[src/dca_pkg.sv]
// Constants, register map and state encoding for the DMA channel arbiter
//------------------------------------------------------------------------
// Function
// - High-priority pending channels always served before low
// - Same-level channels granted in round-robin order
// - Priority bits 8..13, one per channel, 1=high
// - Debug halt pauses transfers unless run-on-halt set
// - Each element reads source then writes destination
// - Address registers hold low 16 address bits
// - Addresses advance per element, readable any time
// - CPU address writes take effect at once, even mid-element
// - Element count decrements after each element outside autobuffer mode, reloads at zero
// - Shadow copy reloads element count each frame
// - Autobuffer mode never decrements element count
// - CPU write beats controller update on count
// - Bits 15..12 choose the sync event
// - Bit 11 selects 32-bit elements when set
// - Reserved bits 10..8 ignore writes, read zero
// - Bits 7..0 hold the frame count
// - Block end clears enable; controller beats CPU
// - Frame count decrements per frame; CPU wins
// - Selector zero runs free; else one event, one element
//------------------------------------------------------------------------
package dca_pkg;

    // Channel count and widths
    localparam int CH_NUM = 6;
    localparam int AW     = 8;
    localparam int DW     = 16;

    // Register offsets on the CPU port
    localparam logic [7:0] ADDR_GLOBAL  = 8'h00;   // Enables, priorities, run-on-halt
    localparam logic [7:0] ADDR_ABU     = 8'h01;   // Autobuffer mode per channel
    localparam logic [7:0] ADDR_CH_BASE = 8'h10;   // First channel context word
    localparam logic [1:0] OFS_SRC      = 2'h0;
    localparam logic [1:0] OFS_DST      = 2'h1;
    localparam logic [1:0] OFS_CNT      = 2'h2;
    localparam logic [1:0] OFS_SFC      = 2'h3;

    // Global control field positions
    localparam int EN_LSB   = 0;
    localparam int PRIO_LSB = 8;
    localparam int FREE_BIT = 15;

    // Sync and frame register fields
    localparam int SYNC_MSB  = 15;
    localparam int SYNC_LSB  = 12;
    localparam int WIDE_BIT  = 11;
    localparam int FRAME_MSB = 7;
    localparam logic [15:0] SFC_WMASK = 16'hF8FF;   // Reserved 10..8 dropped
    localparam logic [15:0] REG_RESET = 16'h0000;
    localparam logic [3:0]  SYNC_NONE = 4'h0;

    // Address steps per element
    localparam logic [15:0] STEP_NARROW = 16'h0001;
    localparam logic [15:0] STEP_WIDE   = 16'h0002;

    // Transfer sequencer states
    typedef enum logic [2:0] {
        ST_IDLE  = 3'b001,
        ST_READ  = 3'b010,
        ST_WRITE = 3'b100
    } dca_state_t;

endpackage

[src/dca_top.sv]
// Six-channel DMA engine: arbiter, channel contexts and element mover
//
// Our own choices: strobed register access and the placing of the registers.
`timescale 1ns/100ps

module dca_top
(
    input  wire logic        sys_clk,       // 100 MHz
    input  wire logic        srst,          // Synchronous, high
    input  wire logic [7:0]  reg_addr,      // CPU register address
    input  wire logic [15:0] reg_wdata,     // CPU write data
    input  wire logic        reg_wr,        // CPU write strobe
    input  wire logic        reg_rd,        // CPU read strobe
    output logic      [15:0] reg_rdata,     // Read data, cycle after strobe
    input  wire logic        halt_in,       // Debug halt pin
    input  wire logic [15:1] sync_evt_in,   // Sync event pins, 1..15
    output logic             mem_req,       // Memory access request
    output logic             mem_we,        // 1 = write, 0 = read
    output logic      [15:0] mem_addr,      // Word address
    output logic      [15:0] mem_wdata,     // Write data
    input  wire logic [15:0] mem_rdata,     // Read data, valid with ready
    input  wire logic        mem_ready      // Access completes this cycle
);

    //--------------------------------------------------------------------
    // Declarations
    //--------------------------------------------------------------------
    localparam int CH = dca_pkg::CH_NUM;

    dca_pkg::dca_state_t state_reg;                  // Sequencer state
    logic [CH-1:0]  en_reg;                          // Channel enables
    logic [CH-1:0]  prio_reg;                        // 1 = high level
    logic           free_reg;                        // Run on halt
    logic [CH-1:0]  abu_reg;                         // Autobuffer mode
    logic [15:0]    src_reg    [CH];                 // Source address
    logic [15:0]    dst_reg    [CH];                 // Destination address
    logic [15:0]    cnt_reg    [CH];                 // Live element counter
    logic [15:0]    shadow_reg [CH];                 // Programmed count
    logic [15:0]    sfc_reg    [CH];                 // Sync, width, frames
    logic [CH-1:0]  pend_reg;                        // Element requested
    logic [CH-1:0]  block_done;                      // Last element of block
    logic [2:0]     gch_reg;                         // Granted channel
    logic           gprio_reg;                       // Level of grant
    logic           half_reg;                        // Second word of pair
    logic [15:0]    data_reg;                        // Word in flight
    logic [2:0]     hi_last_reg;                     // High-level pointer
    logic [2:0]     lo_last_reg;                     // Low-level pointer
    logic           halt_s1;                         // Halt synchroniser
    logic           halt_s2;
    logic [15:1]    evt_s1;                          // Event synchroniser
    logic [15:1]    evt_s2;
    logic [15:1]    evt_q;                           // Edge detect history
    logic [15:0]    evt_rise;                        // Bit 0 unused
    logic [CH-1:0]  hi_req;
    logic [CH-1:0]  lo_req;
    logic [2:0]     pick;                            // Arbiter winner
    logic           grant_go;                        // Start an element
    logic           elem_done;                       // Element complete
    logic           ch_hit;                          // Address in context
    logic [7:0]     ch_off;
    logic [2:0]     ch_idx;
    logic [1:0]     ch_fld;
    logic           wr_glob;
    logic           wr_abu;
    logic [CH-1:0]  wr_src;
    logic [CH-1:0]  wr_dst;
    logic [CH-1:0]  wr_cnt;
    logic [CH-1:0]  wr_sfc;
    logic [CH-1:0]  en_next;
    logic [2:0]     lo_nxt;                          // Checker helper

    //--------------------------------------------------------------------
    // Round-robin search
    //--------------------------------------------------------------------
    // First requester after the last served one, wrapping over six
    function automatic logic [2:0] rr_pick(input logic [5:0] req,
                                           input logic [2:0] last);
        logic [2:0] idx;
        logic       found;
        begin
            rr_pick = last;
            found   = 1'b0;
            for (int i = 1; i <= 6; i++)
            begin
                idx = 3'((int'(last) + i) % 6);
                if (!found && req[idx])
                begin
                    rr_pick = idx;
                    found   = 1'b1;
                end
            end
        end
    endfunction

    //--------------------------------------------------------------------
    // Input synchronisers
    //--------------------------------------------------------------------
    // Pins are asynchronous; only the second stage is looked at
    always_ff @(posedge sys_clk)
    begin
        if (srst)
        begin
            halt_s1 <= 1'b0;
            halt_s2 <= 1'b0;
            evt_s1  <= '0;
            evt_s2  <= '0;
            evt_q   <= '0;
        end
        else
        begin
            halt_s1 <= halt_in;
            halt_s2 <= halt_s1;
            evt_s1  <= sync_evt_in;
            evt_s2  <= evt_s1;
            evt_q   <= evt_s2;
        end
    end

    // One event is one rising edge
    assign evt_rise = {evt_s2 & ~evt_q, 1'b0};

    //--------------------------------------------------------------------
    // Register decode
    //--------------------------------------------------------------------
    assign ch_off  = reg_addr - dca_pkg::ADDR_CH_BASE;
    assign ch_idx  = ch_off[4:2];
    assign ch_fld  = ch_off[1:0];
    assign ch_hit  = (reg_addr >= dca_pkg::ADDR_CH_BASE) && (ch_off[7:5] == 3'h0)
                     && (ch_idx < 3'(CH));
    assign wr_glob = reg_wr && (reg_addr == dca_pkg::ADDR_GLOBAL);
    assign wr_abu  = reg_wr && (reg_addr == dca_pkg::ADDR_ABU);

    //--------------------------------------------------------------------
    // Arbitration
    //--------------------------------------------------------------------
    assign hi_req = pend_reg & en_reg & prio_reg;
    assign lo_req = pend_reg & en_reg & ~prio_reg;
    // Low level only sees a grant when no high channel waits
    assign pick   = (|hi_req) ? rr_pick(hi_req, hi_last_reg)
                              : rr_pick(lo_req, lo_last_reg);
    // A halt without run-on-halt holds off new elements only;
    // a pair already under way finishes so memory stays consistent
    assign grant_go  = (state_reg == dca_pkg::ST_IDLE) && (|(hi_req | lo_req))
                       && !(halt_s2 && !free_reg);
    assign elem_done = (state_reg == dca_pkg::ST_WRITE) && mem_ready
                       && (half_reg || !sfc_reg[gch_reg][dca_pkg::WIDE_BIT]);
    assign lo_nxt    = 3'((int'(lo_last_reg) + 1) % 6);

    //--------------------------------------------------------------------
    // Global control register
    //--------------------------------------------------------------------
    // Block completion clears an enable even against a CPU write
    always_comb
    begin
        en_next = wr_glob ? reg_wdata[dca_pkg::EN_LSB +: CH] : en_reg;
    end

    always_ff @(posedge sys_clk)
    begin
        if (srst)
        begin
            en_reg   <= '0;
            prio_reg <= '0;
            free_reg <= 1'b0;
            abu_reg  <= '0;
        end
        else
        begin
            en_reg <= en_next & ~block_done;
            if (wr_glob)
            begin
                prio_reg <= reg_wdata[dca_pkg::PRIO_LSB +: CH];
                free_reg <= reg_wdata[dca_pkg::FREE_BIT];
            end
            if (wr_abu)
            begin
                abu_reg <= reg_wdata[CH-1:0];
            end
        end
    end

    //--------------------------------------------------------------------
    // Per-channel context
    //--------------------------------------------------------------------
    for (genvar c = 0; c < CH; c++)
    begin : g_ch
        logic        done_c;                          // Element of c done
        logic        frame_end;                       // Counter at zero
        logic [15:0] step;
        logic [3:0]  sel;

        assign wr_src[c] = reg_wr && ch_hit && (ch_idx == 3'(c))
                           && (ch_fld == dca_pkg::OFS_SRC);
        assign wr_dst[c] = reg_wr && ch_hit && (ch_idx == 3'(c))
                           && (ch_fld == dca_pkg::OFS_DST);
        assign wr_cnt[c] = reg_wr && ch_hit && (ch_idx == 3'(c))
                           && (ch_fld == dca_pkg::OFS_CNT);
        assign wr_sfc[c] = reg_wr && ch_hit && (ch_idx == 3'(c))
                           && (ch_fld == dca_pkg::OFS_SFC);
        assign done_c    = elem_done && (gch_reg == 3'(c));
        assign frame_end = (cnt_reg[c] == 16'h0000);
        assign sel       = sfc_reg[c][dca_pkg::SYNC_MSB:dca_pkg::SYNC_LSB];
        assign step      = sfc_reg[c][dca_pkg::WIDE_BIT] ? dca_pkg::STEP_WIDE
                                                         : dca_pkg::STEP_NARROW;
        // Autobuffer channels circulate and never end a block
        assign block_done[c] = done_c && !abu_reg[c] && frame_end
                               && (sfc_reg[c][dca_pkg::FRAME_MSB:0] == 8'h00);

        // Addresses: CPU write wins and steers the next word at once
        always_ff @(posedge sys_clk)
        begin
            if (srst)
            begin
                src_reg[c] <= dca_pkg::REG_RESET;
                dst_reg[c] <= dca_pkg::REG_RESET;
            end
            else
            begin
                if (wr_src[c])
                    src_reg[c] <= reg_wdata;
                else if (done_c)
                    src_reg[c] <= src_reg[c] + step;
                if (wr_dst[c])
                    dst_reg[c] <= reg_wdata;
                else if (done_c)
                    dst_reg[c] <= dst_reg[c] + step;
            end
        end

        // Element counter with shadow reload
        always_ff @(posedge sys_clk)
        begin
            if (srst)
            begin
                cnt_reg[c]    <= dca_pkg::REG_RESET;
                shadow_reg[c] <= dca_pkg::REG_RESET;
            end
            else if (wr_cnt[c])
            begin
                cnt_reg[c]    <= reg_wdata;
                shadow_reg[c] <= reg_wdata;
            end
            else if (done_c && !abu_reg[c])
            begin
                if (frame_end)
                    cnt_reg[c] <= shadow_reg[c];
                else
                    cnt_reg[c] <= cnt_reg[c] - 16'h0001;
            end
        end

        // Sync, width and frame count; reserved bits never stored
        always_ff @(posedge sys_clk)
        begin
            if (srst)
                sfc_reg[c] <= dca_pkg::REG_RESET;
            else if (wr_sfc[c])
                sfc_reg[c] <= reg_wdata & dca_pkg::SFC_WMASK;
            else if (done_c && !abu_reg[c] && frame_end
                     && (sfc_reg[c][dca_pkg::FRAME_MSB:0] != 8'h00))
                sfc_reg[c][dca_pkg::FRAME_MSB:0] <=
                    sfc_reg[c][dca_pkg::FRAME_MSB:0] - 8'h01;
        end

        // Request flag: a new event in the grant cycle is kept
        always_ff @(posedge sys_clk)
        begin
            if (srst || !en_reg[c])
                pend_reg[c] <= 1'b0;
            else if ((sel == dca_pkg::SYNC_NONE) || evt_rise[sel])
                pend_reg[c] <= 1'b1;
            else if (grant_go && (pick == 3'(c)))
                pend_reg[c] <= 1'b0;
        end
    end

    //--------------------------------------------------------------------
    // Element sequencer
    //--------------------------------------------------------------------
    // Read then write; wide elements repeat with the address LSB flipped
    always_ff @(posedge sys_clk)
    begin
        if (srst)
        begin
            state_reg <= dca_pkg::ST_IDLE;
            gch_reg   <= 3'h0;
            gprio_reg <= 1'b0;
            half_reg  <= 1'b0;
            data_reg  <= 16'h0000;
        end
        else
        begin
            unique case (state_reg)
                dca_pkg::ST_IDLE:
                begin
                    if (grant_go)
                    begin
                        gch_reg   <= pick;
                        gprio_reg <= prio_reg[pick];
                        half_reg  <= 1'b0;
                        state_reg <= dca_pkg::ST_READ;
                    end
                end
                dca_pkg::ST_READ:
                begin
                    if (mem_ready)
                    begin
                        data_reg  <= mem_rdata;
                        state_reg <= dca_pkg::ST_WRITE;
                    end
                end
                dca_pkg::ST_WRITE:
                begin
                    if (mem_ready)
                    begin
                        if (sfc_reg[gch_reg][dca_pkg::WIDE_BIT] && !half_reg)
                        begin
                            half_reg  <= 1'b1;
                            state_reg <= dca_pkg::ST_READ;
                        end
                        else
                            state_reg <= dca_pkg::ST_IDLE;
                    end
                end
            endcase
        end
    end

    // Pointer moves only when an element really finished
    always_ff @(posedge sys_clk)
    begin
        if (srst)
        begin
            hi_last_reg <= 3'h5;
            lo_last_reg <= 3'h5;
        end
        else if (elem_done)
        begin
            if (gprio_reg)
                hi_last_reg <= gch_reg;
            else
                lo_last_reg <= gch_reg;
        end
    end

    //--------------------------------------------------------------------
    // Memory port
    //--------------------------------------------------------------------
    assign mem_req   = (state_reg != dca_pkg::ST_IDLE);
    assign mem_we    = (state_reg == dca_pkg::ST_WRITE);
    assign mem_addr  = mem_we ? (dst_reg[gch_reg] ^ {15'h0000, half_reg})
                              : (src_reg[gch_reg] ^ {15'h0000, half_reg});
    assign mem_wdata = data_reg;

    //--------------------------------------------------------------------
    // Register read port
    //--------------------------------------------------------------------
    // Unmapped addresses answer zero
    always_ff @(posedge sys_clk)
    begin
        if (srst)
            reg_rdata <= 16'h0000;
        else if (reg_rd)
        begin
            reg_rdata <= 16'h0000;
            if (reg_addr == dca_pkg::ADDR_GLOBAL)
                reg_rdata <= {free_reg, 1'b0, prio_reg, 2'b00, en_reg};
            else if (reg_addr == dca_pkg::ADDR_ABU)
                reg_rdata <= {10'h000, abu_reg};
            else if (ch_hit)
            begin
                unique case (ch_fld)
                    dca_pkg::OFS_SRC: reg_rdata <= src_reg[ch_idx];
                    dca_pkg::OFS_DST: reg_rdata <= dst_reg[ch_idx];
                    dca_pkg::OFS_CNT: reg_rdata <= cnt_reg[ch_idx];
                    dca_pkg::OFS_SFC: reg_rdata <= sfc_reg[ch_idx];
                endcase
            end
        end
    end

    //--------------------------------------------------------------------
    // Assertions
    //--------------------------------------------------------------------
    property p_hi_first;
        @(posedge sys_clk) disable iff (srst)
        grant_go && (|hi_req) |=> gprio_reg && prio_reg[gch_reg];
    endproperty
    a_hi_first: assert property (p_hi_first) else $error("low granted over high");

    property p_rr_next;
        @(posedge sys_clk) disable iff (srst)
        grant_go && !(|hi_req) && lo_req[lo_nxt] |=> (gch_reg == $past(lo_nxt));
    endproperty
    a_rr_next: assert property (p_rr_next) else $error("round robin skipped");

    property p_halt;
        @(posedge sys_clk) disable iff (srst)
        (state_reg == dca_pkg::ST_IDLE) && halt_s2 && !free_reg
        |=> (state_reg == dca_pkg::ST_IDLE);
    endproperty
    a_halt: assert property (p_halt) else $error("transfer started in halt");

    property p_rd_wr;
        @(posedge sys_clk) disable iff (srst)
        (state_reg == dca_pkg::ST_READ) && mem_ready
        |=> mem_we && (mem_wdata == $past(mem_rdata));
    endproperty
    a_rd_wr: assert property (p_rd_wr) else $error("write did not follow read");

    property p_src_step;
        @(posedge sys_clk) disable iff (srst)
        elem_done && (gch_reg == 3'h0) && !wr_src[0] && !sfc_reg[0][dca_pkg::WIDE_BIT]
        |=> (src_reg[0] == $past(src_reg[0]) + 16'h0001);
    endproperty
    a_src_step: assert property (p_src_step) else $error("source not advanced");

    property p_cnt_cpu;
        @(posedge sys_clk) disable iff (srst)
        wr_cnt[0] |=> (cnt_reg[0] == $past(reg_wdata)) && (shadow_reg[0] == cnt_reg[0]);
    endproperty
    a_cnt_cpu: assert property (p_cnt_cpu) else $error("count write lost");

    property p_abu_hold;
        @(posedge sys_clk) disable iff (srst)
        abu_reg[0] && !wr_cnt[0] && !wr_abu |=> $stable(cnt_reg[0]);
    endproperty
    a_abu_hold: assert property (p_abu_hold) else $error("autobuffer count moved");

    property p_rsvd;
        @(posedge sys_clk) disable iff (srst)
        wr_sfc[0] |=> (sfc_reg[0][10:8] == 3'h0) ##1 (sfc_reg[0][10:8] == 3'h0);
    endproperty
    a_rsvd: assert property (p_rsvd) else $error("reserved bits stored");

    property p_en_clear;
        @(posedge sys_clk) disable iff (srst)
        block_done[0] |=> !en_reg[0] && !mem_req;
    endproperty
    a_en_clear: assert property (p_en_clear) else $error("enable kept at block end");

endmodule // dca_top

[config.mk]
export PLATFORM = sky130hd
export DESIGN_NAME = dca_top
export DESIGN_NICKNAME = d
export VERILOG_FILES = /design/src/dca_pkg.sv /design/src/dca_top.sv
export SDC_FILE = /design/constraint.sdc
export NUM_CORES = 2
export LEC_CHECK = 0
export BUFFER_PORTS_ARGS = -buffer_cell sky130_fd_sc_hd__buf_2
export CAP_MARGIN = 0
export CORE_AREA = 2 2 281 283
export DETAILED_ROUTE_END_ITERATION = 10
export DIE_AREA = 0 0 283 285
export PLACE_DENSITY = 0.74
export SYNTH_ARGS = -nofsm -noshare
export SYNTH_HDL_FRONTEND = slang
export SYNTH_SLANG_ARGS = --single-unit
[constraint.sdc]
create_clock -name sys_clk -period 10.2 [get_ports sys_clk]
set_clock_uncertainty 0.15 [all_clocks]
set_input_delay 2.04 -clock sys_clk [delete_from_list [all_inputs] [get_ports sys_clk]]
set_output_delay 2.04 -clock sys_clk [all_outputs]
set_load 0.02 [all_outputs]
==> impl_metrics.csv <==
group,metric,value,unit
sta,finalHoldViolCount,0,
sta,rsz0062_at_grt,"false",
synthesis,syn_inst,3698,
routing,vias,30200,
synthesis,dominantRegCellSynth,"edfxtp_1",
sta,min_period,6.44,ns
routing,routed_wl,117,mm
sta,maxSlewHeadroom,12.4,%
sta,drv_slew,0,
floorplanning,die_w,283,um
floorplanning,initial_utilization,47.3,%
power,p_leak,0.0146,uW
global_route,antenna_found_initial,3,
placed_design,portBuffers,110,
setup_path,worstPathArrival,6.61,ns
floorplanning,num_rows,103,
routing,viasPerCell,6.32,
synthesis,synth_nets,3832,
global_route,grt-ovfl-total,0,
worst_hold_path,worstHoldPathType,"reg2reg",
global_route,grt_util_all_layers,28.4,%
final_layout,drive_gt1_share,11.4,%
clock_network,clock_latency,0.64,ns
synthesis,synthDistinctLibCells,95,
final_layout,final_cell_mix,"nand2_1, edfxtp_1, o21ai_0",
clock_network,cts_inserted_buffers,66,
clock_network,root_buffer,"clkbuf_16",
clock_network,post_cts.repair.setup_buffers,0,
synthesis,synth_seq_cells,583,
clock_network,cts_resized,0,
clock_network,htree_levels,3,
setup_path,crit_required,10.37,ns
power,p_per_area,139,nW/um2
setup_path,setup.worst_path.end_class,"register",
sta,tightest_slew,1.31,ns
synthesis,synthArstFlopShare,0,%
global_route,grt_pass1_vias,28700,
floorplanning,die_h,285,um
synthesis,syn_area,36900,um2
placed_design,dp_hpwl,79.8,mm
routing,wl_per_cell,24.5,um
sta,period_share,63.1,%
sta,tns,0,ns
setup_path,critPathLaunchType,"input pin",
routing,drt-initial-drc-count,4240,
run_status,status,"finished, final reports clean",
clock_network,clk_pin_slew_worst_paths,0.06,ns
final_layout,fillers,6797,
clock_network,cts_tree,"built",
sta,max_freq,155,MHz
power,ir_worst_vdd,0.0000962,V
clock_network,cts_sinks,583,
routing,drc,0,
global_route,grt_pass1_wl,176,mm
global_route,grt_max_degree,79,
final_layout,finalNetCount,3820,
synthesis,yosys_warnings,0,
run,drv_cap,0,
floorplanning,core,78000,um2
routing,ant_nets,0,
synthesis,syn_area_per_cell,9.97,um2
final_layout,area_growth,8.96,%
power,power.total,5600,uW
routing,first_pass_iters,6,
floorplanning,ios,111,
clock_network,ctsHoldBuffers,0,
setup_path,cp_max_fo,43,
sta,finalSetupViolCount,0,
final_layout,final_common_cell,"nand2_1",
placed_design,globalplace.congestion,0.981,
synthesis,synth_edf_count,462,
synthesis,ys_seq_area_share,44.2,%
floorplanning,die-area,80700,um2
setup_path,critPathKind,"in2reg",
clock_network,cts_buffer_depth,3,
==> per-layer routing <==
metal	share of wire, %	vias up	track usage (%)
met5	0.020	-	0
met4	5.4	4	14.4
met3	12	335	6.31
met2	45	1841	44.5
met1	38	14600	37.1
li1	-	13400	-
==> metrics by stage <==
step                      instance area, um2  utilization, %  setup slack (ns)  hold slack [ns]  instances
after floorplan                        36900               -              4.26            0.264       3698
after global placement                 38200            48.9              3.28            0.275       4668
after detailed placement               38200            48.9              3.13            0.274       4668
after CTS                              40200            51.5              3.79            0.291       4783
after global routing                   40200            51.5              3.39            0.303       4783
final                                  40200            51.5              3.76            0.286       4785
==> report_power, final <==
part           internal (uW)  switching (uW)
combinational            180             316
sequential              2660             110
clock                   1310            1030
total                   4140            1460
==> worst max-delay path, cell delays in order <==
cell     delay, ns
buf_2         0.08
buf_4         0.40
inv_1         0.22
ha_1          0.28
nand2_1       0.07
nor2_1        0.04
o221a_2       0.43
and3_1        0.32
and2_1        0.20
a21oi_1       0.30
inv_1         0.41
nor3_2        0.85
and2_0        0.73
a22oi_1       0.21
==> synth_stat cells, drive strengths merged (30+ instances only) <==
library cell,number,area (um2)
xor2,114,1020
ha,61,763
nor2b,87,544
a22oi,55,413
nand2b,37,231
edfxtp,462,13900
buf,44,215
nand2,515,1930
mux4,142,3200
a211o,30,263
nor3,88,450
and2,95,594
dfxtp,121,2420
inv,160,601
clkbuf,178,668
xnor2,175,1550
mux2i,90,901
nand3,86,430
o21ai,357,1790
a21oi,143,723
and3,85,532
nor2,225,845
a211oi,44,330
==> area by class of cell <==
cell class / count / area, um2 / share of cell area, %
flip-flops and latches: 583 / 16300 / 40.6
repair buffers: 142 / 806 / 2.00
clock inverters: 26 / 240 / 0.598
well taps: 1050 / 1310 / 3.27
inverters: 162 / 608 / 1.51
multi-input cells: 2731 / 19100 / 47.6
clock buffers: 89 / 1780 / 4.43
diodes: 2 / 5.00 / 0.0125
==> cell families (layout without fill, tap and decap cells) <==
kind of cell	Yosys count	count (layout)	synth area share [%]
muxes	257	257	11.9
AOI/OAI and AO/OA	764	764	12.6
and+or+nand+nor	1348	1348	17.6
adders and majority gates	73	73	2.72
xor gates and xnor gates	289	289	6.97
other	0	2	0
DFF	583	583	44.2
buffers and inverters	384	419	4.04
==> final timing paths <==
| kind | start | to | slack (ns) | cells after the start |
|---|---|---|---|---|
| max | reg_addr[4] | cnt_reg[1][12] | 3.76 | 14 |
| min | evt_s1[11] | evt_s2[11] | 0.29 | 1 |
| max reg2reg | register | cnt_reg[1][12] | 4.95 | 9 |
| min reg2reg | evt_s1[11] | evt_s2[11] | 0.29 | 1 |
(Power assumes the default switching activity.)
